$ cat src/verilog/grac_pkg.sv
// grac_pkg: constants and carriers for the gripper action request control.
// assumes one 10 MHz clock and a byte-wide register link.
package grac_pkg;

    // byte indices, command and status regions both start at zero
    localparam logic [3:0] GRAC_IDX_ACTION = 4'h0;
    localparam logic [3:0] GRAC_IDX_SPARE1 = 4'h1;
    localparam logic [3:0] GRAC_IDX_FAULT = 4'h2;
    localparam logic [3:0] GRAC_IDX_TARGET = 4'h3;
    localparam logic [3:0] GRAC_IDX_SPEED = 4'h4;
    localparam logic [3:0] GRAC_IDX_FORCE = 4'h5;

    // reset values and the action write mask
    localparam logic [7:0] GRAC_ACTION_RESET = 8'h01;
    localparam logic [7:0] GRAC_ACTION_WMASK = 8'h39;
    localparam logic [7:0] GRAC_BYTE_ZERO = 8'h00;

    // finger positions and drive speeds
    localparam logic [7:0] GRAC_POS_OPEN = 8'h00;
    localparam logic [7:0] GRAC_POS_CLOSED = 8'hFF;
    localparam logic [7:0] GRAC_SPEED_SLOW = 8'h00;
    localparam logic [7:0] GRAC_SPEED_ACT = 8'h80;

    // fault codes
    localparam logic [7:0] GRAC_FLT_NONE = 8'h00;
    localparam logic [7:0] GRAC_FLT_NO_ACT = 8'h07;
    localparam logic [7:0] GRAC_FLT_REL_DONE = 8'h0F;

    // gripper state field
    localparam logic [1:0] GRAC_STA_RESET = 2'h0;
    localparam logic [1:0] GRAC_STA_ACTIVATING = 2'h1;
    localparam logic [1:0] GRAC_STA_DONE = 2'h3;

    // object field
    localparam logic [1:0] GRAC_OBJ_MOVING = 2'h0;
    localparam logic [1:0] GRAC_OBJ_OPENING = 2'h1;
    localparam logic [1:0] GRAC_OBJ_CLOSING = 2'h2;
    localparam logic [1:0] GRAC_OBJ_AT_TARGET = 2'h3;

    // command byte 0 layout
    typedef struct packed {
        logic [1:0] spare_hi;
        logic release_direction_bit;
        logic auto_release_request_bit;
        logic goto_request_bit;
        logic [1:0] spare_lo;
        logic activate_request_bit;
    } grac_action_t;

    // status byte 0 layout
    typedef struct packed {
        logic [1:0] obj;
        logic [1:0] sta;
        logic goto_echo_bit;
        logic [1:0] spare;
        logic act_echo;
    } grac_status_t;

    typedef enum logic [2:0] {
        MODE_IDLE,
        MODE_ACTIVATE,
        MODE_READY,
        MODE_RELEASE,
        MODE_LOCKED
    } grac_mode_t;

endpackage : grac_pkg

$ cat src/verilog/grac_control.sv
// grac_control: command memory, status memory and motion sequencing.
// assumes a byte register link: one-cycle write and read strobes,
// motor current sampled from the drive, all synchronous to clk.
// only faults 0x07 and 0x0F are raised; go-to before activation is ignored.
//
// How it works
// - byte indices in both memories count from zero.
// - writes land in the command memory, reads come from the status memory.
// - bytes 3, 4, 5 give target position, speed and force.
// - bit 0 of byte 0 activates; host sets it before anything else.
// - clearing activate resets the gripper and clears faults.
// - activate going to one starts the activation motion.
// - after power-up activate reads set; a clear then set is needed.
// - activate must stay set; nothing happens while it is clear.
// - go-to bit moves fingers to target with speed and force; clear stops.
// - no motion without go-to, except activation and auto release.
// - auto release drives fingers slowly to their mechanical limit.
// - when release finishes, raise a fault and refuse further motion.
// - auto release overrides all command bits except activate.
// - after release, activate must be cleared then set to resume.
// - release direction bit 5: zero closes, one opens.
// - release direction is captured when the release starts.
// - both fingers always move together.
// - object pick is reported in status after a go-to.
// - go-to bit is echoed in the status byte only once activation is done and no release has started.
// - finished release reports fault code 0x0F.
// - action requested while not activated reports fault 0x07.
`timescale 1ns/1ps
module grac_control
    import grac_pkg::*;
#(
    parameter int ADDR_W = 4,
    parameter logic [7:0] ACT_SPEED = GRAC_SPEED_ACT
) (
    input wire logic clk,
    input wire logic reset,
    input wire logic ce,
    input wire logic reg_wr,
    input wire logic reg_rd,
    input wire logic [ADDR_W-1:0] reg_addr,
    input wire logic [7:0] reg_wdata,
    output logic [7:0] reg_rdata_q,
    input wire logic [7:0] motor_current,
    output logic [7:0] finger_position,
    output logic motion_active
);

    grac_action_t action_request_q;
    logic [7:0] target_position_q;
    logic [7:0] speed_setting_q;
    logic [7:0] force_setting_q;
    logic [7:0] fault_code_q;
    logic [1:0] obj_q;
    logic [1:0] obj_d;
    logic act_prev_q;
    logic rel_dir_q;
    logic contact_q;
    grac_mode_t mode_q;
    grac_mode_t mode_d;
    grac_action_t wr_action;
    grac_status_t status_byte;
    logic act_rise;
    logic act_on;
    logic goto_on;
    logic release_on;
    logic drive_run;
    logic [7:0] drive_target;
    logic [7:0] drive_speed;
    logic [7:0] pos;
    logic at_target;
    logic closing;
    logic contact_hit;
    logic wr_action_sel;
    logic new_motion;
    logic act_clear_wr;
    logic act_missing_wr;
    logic rel_start;
    logic rel_done;

    initial begin
        if (ADDR_W < 4) begin
            $error("grac_control: address must reach 16 bytes");
        end
    end

    // address decode shared by write and read paths
    function automatic logic idx_is(input logic [ADDR_W-1:0] a, input logic [3:0] idx);
        idx_is = (a == ADDR_W'(idx));
    endfunction : idx_is

    // incoming byte seen as an action request, reserved bits dropped
    assign wr_action = grac_action_t'(reg_wdata & GRAC_ACTION_WMASK);
    assign wr_action_sel = reg_wr && idx_is(reg_addr, GRAC_IDX_ACTION);

    // command bit views
    assign act_on = action_request_q.activate_request_bit;
    assign goto_on = action_request_q.goto_request_bit;
    assign release_on = action_request_q.auto_release_request_bit;
    assign act_rise = act_on && !act_prev_q;

    // command events shared by the fault and release logic
    assign act_clear_wr = wr_action_sel && !wr_action.activate_request_bit;
    assign act_missing_wr = act_clear_wr &&
        (wr_action.goto_request_bit || wr_action.auto_release_request_bit);
    assign rel_start = (mode_q != MODE_RELEASE) && (mode_d == MODE_RELEASE);
    assign rel_done = (mode_q == MODE_RELEASE) && (mode_d == MODE_LOCKED);

    // action byte, reset value mimics power loss with activate set
    always_ff @(posedge clk) begin
        if (reset) begin
            action_request_q <= grac_action_t'(GRAC_ACTION_RESET);
        end else if (ce && wr_action_sel) begin
            action_request_q <= wr_action;
        end
    end

    // motion parameter bytes
    always_ff @(posedge clk) begin
        if (reset) begin
            target_position_q <= GRAC_BYTE_ZERO;
            speed_setting_q <= GRAC_BYTE_ZERO;
            force_setting_q <= GRAC_BYTE_ZERO;
        end else if (ce && reg_wr) begin
            if (idx_is(reg_addr, GRAC_IDX_TARGET)) begin
                target_position_q <= reg_wdata;
            end
            if (idx_is(reg_addr, GRAC_IDX_SPEED)) begin
                speed_setting_q <= reg_wdata;
            end
            if (idx_is(reg_addr, GRAC_IDX_FORCE)) begin
                force_setting_q <= reg_wdata;
            end
        end
    end

    // previous activate level; reset holds it high so no edge appears
    // the host must clear then set activate after power-up
    always_ff @(posedge clk) begin
        if (reset) begin
            act_prev_q <= 1'b1;
        end else if (ce) begin
            act_prev_q <= act_on;
        end
    end

    // sequencing of activation, motion and release
    // activate clear beats everything, auto release beats go-to
    always_comb begin
        mode_d = mode_q;
        if (!act_on) begin
            mode_d = MODE_IDLE;
        end else begin
            unique case (mode_q)
                MODE_IDLE: begin
                    if (act_rise) begin
                        mode_d = MODE_ACTIVATE;
                    end
                end
                MODE_ACTIVATE: begin
                    if (release_on) begin
                        mode_d = MODE_RELEASE;
                    end else if (at_target) begin
                        mode_d = MODE_READY;
                    end
                end
                MODE_READY: begin
                    if (release_on) begin
                        mode_d = MODE_RELEASE;
                    end
                end
                MODE_RELEASE: begin
                    if (at_target) begin
                        mode_d = MODE_LOCKED;
                    end
                end
                MODE_LOCKED: begin
                    mode_d = MODE_LOCKED;
                end
            endcase
        end
    end

    // mode register
    always_ff @(posedge clk) begin
        if (reset) begin
            mode_q <= MODE_IDLE;
        end else if (ce) begin
            mode_q <= mode_d;
        end
    end

    // release direction frozen on entry to the release
    always_ff @(posedge clk) begin
        if (reset) begin
            rel_dir_q <= 1'b0;
        end else if (ce && rel_start) begin
            rel_dir_q <= action_request_q.release_direction_bit;
        end
    end

    // drive target and speed per mode
    // a pending release freezes the go-to ramp before the mode moves
    always_comb begin
        drive_target = pos;
        drive_speed = speed_setting_q;
        drive_run = 1'b0;
        unique case (mode_q)
            MODE_IDLE: begin
                drive_run = 1'b0;
            end
            MODE_ACTIVATE: begin
                drive_target = GRAC_POS_OPEN;
                drive_speed = ACT_SPEED;
                drive_run = 1'b1;
            end
            MODE_READY: begin
                drive_target = target_position_q;
                drive_run = goto_on && !contact_q && !release_on;
            end
            MODE_RELEASE: begin
                drive_target = rel_dir_q ? GRAC_POS_OPEN : GRAC_POS_CLOSED;
                drive_speed = GRAC_SPEED_SLOW;
                drive_run = 1'b1;
            end
            MODE_LOCKED: begin
                drive_run = 1'b0;
            end
        endcase
    end

    // one ramp for both fingers
    grac_finger_drive #(
        .POS_W(8)
    ) u_drive (
        .clk(clk),
        .reset(reset),
        .ce(ce),
        .run(drive_run),
        .target(drive_target),
        .speed(drive_speed),
        .pos_q(pos),
        .at_target(at_target)
    );

    // contact: current beyond the force limit before the target
    // only a go-to in progress can report an object
    assign closing = drive_target > pos;
    assign contact_hit = drive_run && (mode_q == MODE_READY) && !at_target && (motor_current > force_setting_q);
    assign new_motion = wr_action_sel || (reg_wr && idx_is(reg_addr, GRAC_IDX_TARGET));

    // contact stop holds until the host issues a new command
    always_ff @(posedge clk) begin
        if (reset) begin
            contact_q <= 1'b0;
        end else if (ce) begin
            if (contact_hit) begin
                contact_q <= 1'b1;
            end else if (new_motion || mode_q != MODE_READY) begin
                contact_q <= 1'b0;
            end
        end
    end

    // object detection status
    always_comb begin
        obj_d = obj_q;
        if (mode_q != MODE_READY || !goto_on || new_motion) begin
            obj_d = GRAC_OBJ_MOVING;
        end else if (contact_hit) begin
            obj_d = closing ? GRAC_OBJ_CLOSING : GRAC_OBJ_OPENING;
        end else if (at_target && !contact_q) begin
            obj_d = GRAC_OBJ_AT_TARGET;
        end
    end

    // object status register
    always_ff @(posedge clk) begin
        if (reset) begin
            obj_q <= GRAC_OBJ_MOVING;
        end else if (ce) begin
            obj_q <= obj_d;
        end
    end

    // fault code: cleared by a write that drops activate,
    // a new fault in the same cycle wins
    always_ff @(posedge clk) begin
        if (reset) begin
            fault_code_q <= GRAC_FLT_NONE;
        end else if (ce) begin
            if (act_clear_wr) begin
                fault_code_q <= GRAC_FLT_NONE;
            end
            if (rel_done) begin
                fault_code_q <= GRAC_FLT_REL_DONE;
            end
            if (act_missing_wr) begin
                fault_code_q <= GRAC_FLT_NO_ACT;
            end
        end
    end

    // status byte assembly
    always_comb begin
        status_byte = '0;
        status_byte.act_echo = act_on;
        status_byte.goto_echo_bit = act_on && goto_on && mode_q == MODE_READY;
        status_byte.obj = obj_q;
        unique case (mode_q)
            MODE_ACTIVATE: status_byte.sta = GRAC_STA_ACTIVATING;
            MODE_READY: status_byte.sta = GRAC_STA_DONE;
            MODE_IDLE, MODE_RELEASE, MODE_LOCKED: status_byte.sta = GRAC_STA_RESET;
        endcase
    end

    // read port returns the status memory, unmapped bytes read zero
    always_ff @(posedge clk) begin
        if (reset) begin
            reg_rdata_q <= GRAC_BYTE_ZERO;
        end else if (ce && reg_rd) begin
            if (idx_is(reg_addr, GRAC_IDX_ACTION)) begin
                reg_rdata_q <= status_byte;
            end else if (idx_is(reg_addr, GRAC_IDX_FAULT)) begin
                reg_rdata_q <= fault_code_q;
            end else if (idx_is(reg_addr, GRAC_IDX_TARGET)) begin
                reg_rdata_q <= target_position_q;
            end else if (idx_is(reg_addr, GRAC_IDX_SPEED)) begin
                reg_rdata_q <= pos;
            end else if (idx_is(reg_addr, GRAC_IDX_FORCE)) begin
                reg_rdata_q <= motor_current;
            end else begin
                reg_rdata_q <= GRAC_BYTE_ZERO;
            end
        end
    end

    // outward views
    assign finger_position = pos;
    assign motion_active = drive_run && !at_target;

endmodule : grac_control

$ cat src/verilog/grac_finger_drive.sv
// grac_finger_drive: one position ramp shared by both fingers.
// assumes the caller holds run only while motion is allowed.
`timescale 1ns/1ps
module grac_finger_drive
    import grac_pkg::*;
#(
    parameter int POS_W = 8
) (
    input wire logic clk,
    input wire logic reset,
    input wire logic ce,
    input wire logic run,
    input wire logic [POS_W-1:0] target,
    input wire logic [7:0] speed,
    output logic [POS_W-1:0] pos_q,
    output logic at_target
);

    logic [8:0] acc_sum;
    logic [7:0] acc_q;

    initial begin
        if (POS_W != 8) begin
            $error("grac_finger_drive: position must be 8 bits");
        end
    end

    // phase accumulator, faster speed steps more often
    assign acc_sum = {1'b0, acc_q} + {1'b0, speed} + 9'h001;
    assign at_target = (pos_q == target);

    // accumulator state
    always_ff @(posedge clk) begin
        if (reset) begin
            acc_q <= GRAC_BYTE_ZERO;
        end else if (ce) begin
            acc_q <= run ? acc_sum[7:0] : GRAC_BYTE_ZERO;
        end
    end

    // single position, fingers can never diverge
    always_ff @(posedge clk) begin
        if (reset) begin
            pos_q <= GRAC_POS_OPEN;
        end else if (ce && run && acc_sum[8] && !at_target) begin
            if (target > pos_q) begin
                pos_q <= pos_q + 8'h01;
            end else begin
                pos_q <= pos_q - 8'h01;
            end
        end
    end

endmodule : grac_finger_drive

$ cat config.mk
export PLATFORM = sky130hd
export DESIGN_NAME = grac_control
export DESIGN_NICKNAME = d
export VERILOG_FILES = /design/src/verilog/grac_pkg.sv /design/src/verilog/grac_control.sv /design/src/verilog/grac_finger_drive.sv
export SDC_FILE = /design/constraint.sdc
export NUM_CORES = 1
export LEC_CHECK = 0
export BUFFER_PORTS_ARGS = -buffer_cell sky130_fd_sc_hd__buf_4
export CAP_MARGIN = 20
export CORE_ASPECT_RATIO = 1.75
export CORE_MARGIN = 2
export CORE_UTILIZATION = 45
export DETAILED_ROUTE_END_ITERATION = 7
export MAX_ROUTING_LAYER = met4
export PLACE_DENSITY_LB_ADDON = 0.3
export SYNTH_ARGS = -nofsm -noshare
export SYNTH_HDL_FRONTEND = slang
export SYNTH_SLANG_ARGS = --single-unit
$ cat constraint.sdc
create_clock -name clk -period 6.1 [get_ports clk]
set_input_delay 0.61 -clock clk [delete_from_list [all_inputs] [get_ports clk]]
set_output_delay 0.61 -clock clk [all_outputs]
set_load 0.05 [all_outputs]
==> reports/metrics.csv <==
metric,value,unit
Routed WL,11.6,mm
row cnt,45,
Residual DRC,0,
full die area,0.00978,sq mm
critical path class,flip-flop to flip-flop,
clock skew,0.00519,ns
Num CTS Buffers,9,
Starting Density,46.3,%
fill count,849,
Layout area overhead,17.0,%
RSZ-0062 raised after global routing,false,
IO Pins,42,
fin nets,587,
vias in the first global route,3774,
WL/cell,17.8,microns
max incr delay on CP,0.63,ns
router iterations before antenna repair,5,
minimum clock period,4.85,ns
CP Cell Sequence,clkinv_1 > nor2_1 > a21oi_1 > nor2_1 > a21oi_1 > ha_1 > and4_1 > nand2_1 > o21a_1 > nor2_1 > ha_1 > a21oi_1 > o211ai_1 > nand2_1 > nor3_1 > or4_1 > a21oi_1,
synth unique cells,58,
diode count,0,
max layer used,met4,
setup_tns,0,ns
DRT iter0 DRCs,233,
Fmax,206,MHz
initial antenna violation count,0,
CTS sink cnt,62,
share of flip-flops with an asynchronous set or reset,0,%
"EDFF count, synth",0,
max-cap viol count,0,
H-tree depth,3,
core area,0.00873,sq mm
post-route ant nets,0,
I/O Buffers,41,
type of origin of the critical path,flip-flop,
hold_buf cts,0,
Pleak,1.88,nW
DR WL met3,505,microns
Crit-path slowest cell,dfxtp_1,
share of cells above drive strength 1,12.0,%
die height,129,microns
final worst-path cycle share,79.6,%
CTS tree,built,
routability cong.,0.954,
Tot GR Track Use,26.1,%
post-CTS sizing,0,
yosys warns,0,
status,completed,
Post-Syn Instances,502,
"critical path fanouts, max",14,
Vias per Instance,5.80,
register area share after synthesis,30.7,%
PD cells,228,mW/mm^2
Post-CTS Setup Bufs,0,
Final Max Slew Viols,0,
largest net degree at the start of global routing,67,
CP endpoint kind,flip-flop,
worst path required time,6.37,ns
routed via count,3782,
Place WS,1.39,ns
HP Class,flip-flop to flip-flop,
Clock Tree Buf Depth,2,
Post-Syn Nets,559,
VDD IR-drop max,140,uV
Post-Synthesis Cell Area,0.00404,sq mm
r2r setup slk,1.25,ns
most common library cell in the layout ignoring fill and taps,nor2_1,
Synth Register Bits,62,
top_reg_cell synth,dfxtp_1,
met2 wire len,6.20,mm
Root Buffer,clkbuf_16,
met1 wire length,4.35,mm
final setup violation count,0,
WP buf/inv,1,
syn_area_per_cell,8.05,sq um
Critical Path Most Common Cell,a21oi_1,
Skew-Pair Late Insertion Delay,0.34,ns
worst rel slew slack,53.4,%
die span in x,75.6,microns
Top delay family on crit path,simple AND/OR/NAND/NOR gates,
setup ws final,1.25,ns
first-pass GRT wire length,18.6,mm
Slew @ Worst Pin,0.699,ns
hpwl dp,8.65,mm
gr ovfl total,0,
"commonest cells after routing, fill and taps aside","70 x nor2_1, 62 x dfxtp_1, 42 x buf_4",
"Reg clk slew, reported paths",0.06,ns
final hold violations,0,
crit path DAT,5.12,ns
[per-layer routing]
metal,GRT usage (%),vias up
met5,-,-
met4,13.7,0
met3,5.91,41
met2,44.7,107
met1,27.0,1787
li1,-,1847
[final timing paths]
check / from / to / depth (start not counted)
max reg2reg: mode_q[0]$_SDFFE_PP0P_ / u_drive.pos_q[7]$_SDFFE_PP0P_ / 17
min: u_drive.acc_q[4]$_SDFFE_PP0P_ / u_drive.acc_q[4]$_SDFFE_PP0P_ / 2
min reg2reg: u_drive.acc_q[4]$_SDFFE_PP0P_ / u_drive.acc_q[4]$_SDFFE_PP0P_ / 2
max: mode_q[0]$_SDFFE_PP0P_ / u_drive.pos_q[7]$_SDFFE_PP0P_ / 17
[final cells by class]
class | instances | area [sq um] | share of cell area, %
well taps | 117 | 146 | 3.10
clock inverters | 7 | 98.8 | 2.09
clock buffers | 9 | 225 | 4.76
inverters | 27 | 101 | 2.14
repair buffers | 42 | 315 | 6.67
flip-flops and latches | 62 | 1240 | 26.3
multi-input cells | 388 | 2600 | 55.0
[power breakdown]
part,leakage (nW),internal [W],switching (W),total (W)
logic,1.24,0.0000383,0.0000701,0.000108
clock network,0.144,0.000358,0.000198,0.000556
registers,0.501,0.000410,0.00000578,0.000416
[cells in the mapped netlist, types with 5 or more instances]
cell       n  share of area [%]
a211oi_1   5               0.93
a21oi_1   39                4.8
a22oi_1    9                1.7
and2_1     7                1.1
and3_1     5               0.77
clkbuf_1  20                1.9
dfxtp_1   62                 31
ha_1      30                9.3
inv_1     25                2.3
mux2i_1   41                 10
nand2_1   37                3.4
nand2b_1   9                1.4
nand3_1    5               0.62
nor2_1    70                6.5
nor2b_1   11                1.7
nor3_1    15                1.9
nor4_1     6               0.93
o211ai_1   5               0.93
o21a_1     7                1.3
o21ai_0   29                3.6
xnor2_1    5                1.1
[stage by stage]
step | hold WS [ns] | instances | power, W | utilization, % | instance area, sq um
2_1_floorplan | 0.445 | 502 | 0.000492 | - | 4040
3_3_place_gp | 0.455 | 636 | 0.000531 | 50.5 | 4400
3_5_place_dp | 0.468 | 636 | 0.000532 | 50.5 | 4400
4_1_cts | 0.477 | 652 | 0.00108 | 54.2 | 4730
5_1_grt | 0.509 | 652 | 0.00111 | 54.2 | 4730
6_report | 0.477 | 652 | 0.00108 | 54.2 | 4730
[cell families (layout without fill, tap and decap cells)]
group	count (synthesis)	after routing	share of synthesized area, %
DFF	62	62	30.7
muxes	41	41	10.2
adders and majority gates	33	33	10.5
and+or+nand+nor	181	181	21.4
AOI/OAI and AO/OA	124	124	20.3
xor gates and xnor gates	9	9	1.95
buffers and inverters	52	85	4.95
[registers in the layout, summed over array words and instances, names as in the netlist, 2 cells and up]
signal / count
force_setting_q: 8
reg_rdata_q: 8
speed_setting_q: 8
target_position_q: 8
u_drive.acc_q: 8
u_drive.pos_q: 8
mode_q: 3
fault_code_q: 2
obj_q: 2
[tightest hold or removal path: cells and delay by family, from the launching register on]
family / cells / cell delay (ns)
flip-flops: 1 / 0.31
AND/OR/NAND/NOR: 1 / 0.06
AO/OA/AOI/OAI: 1 / 0.05
(Power assumes the default switching activity.)
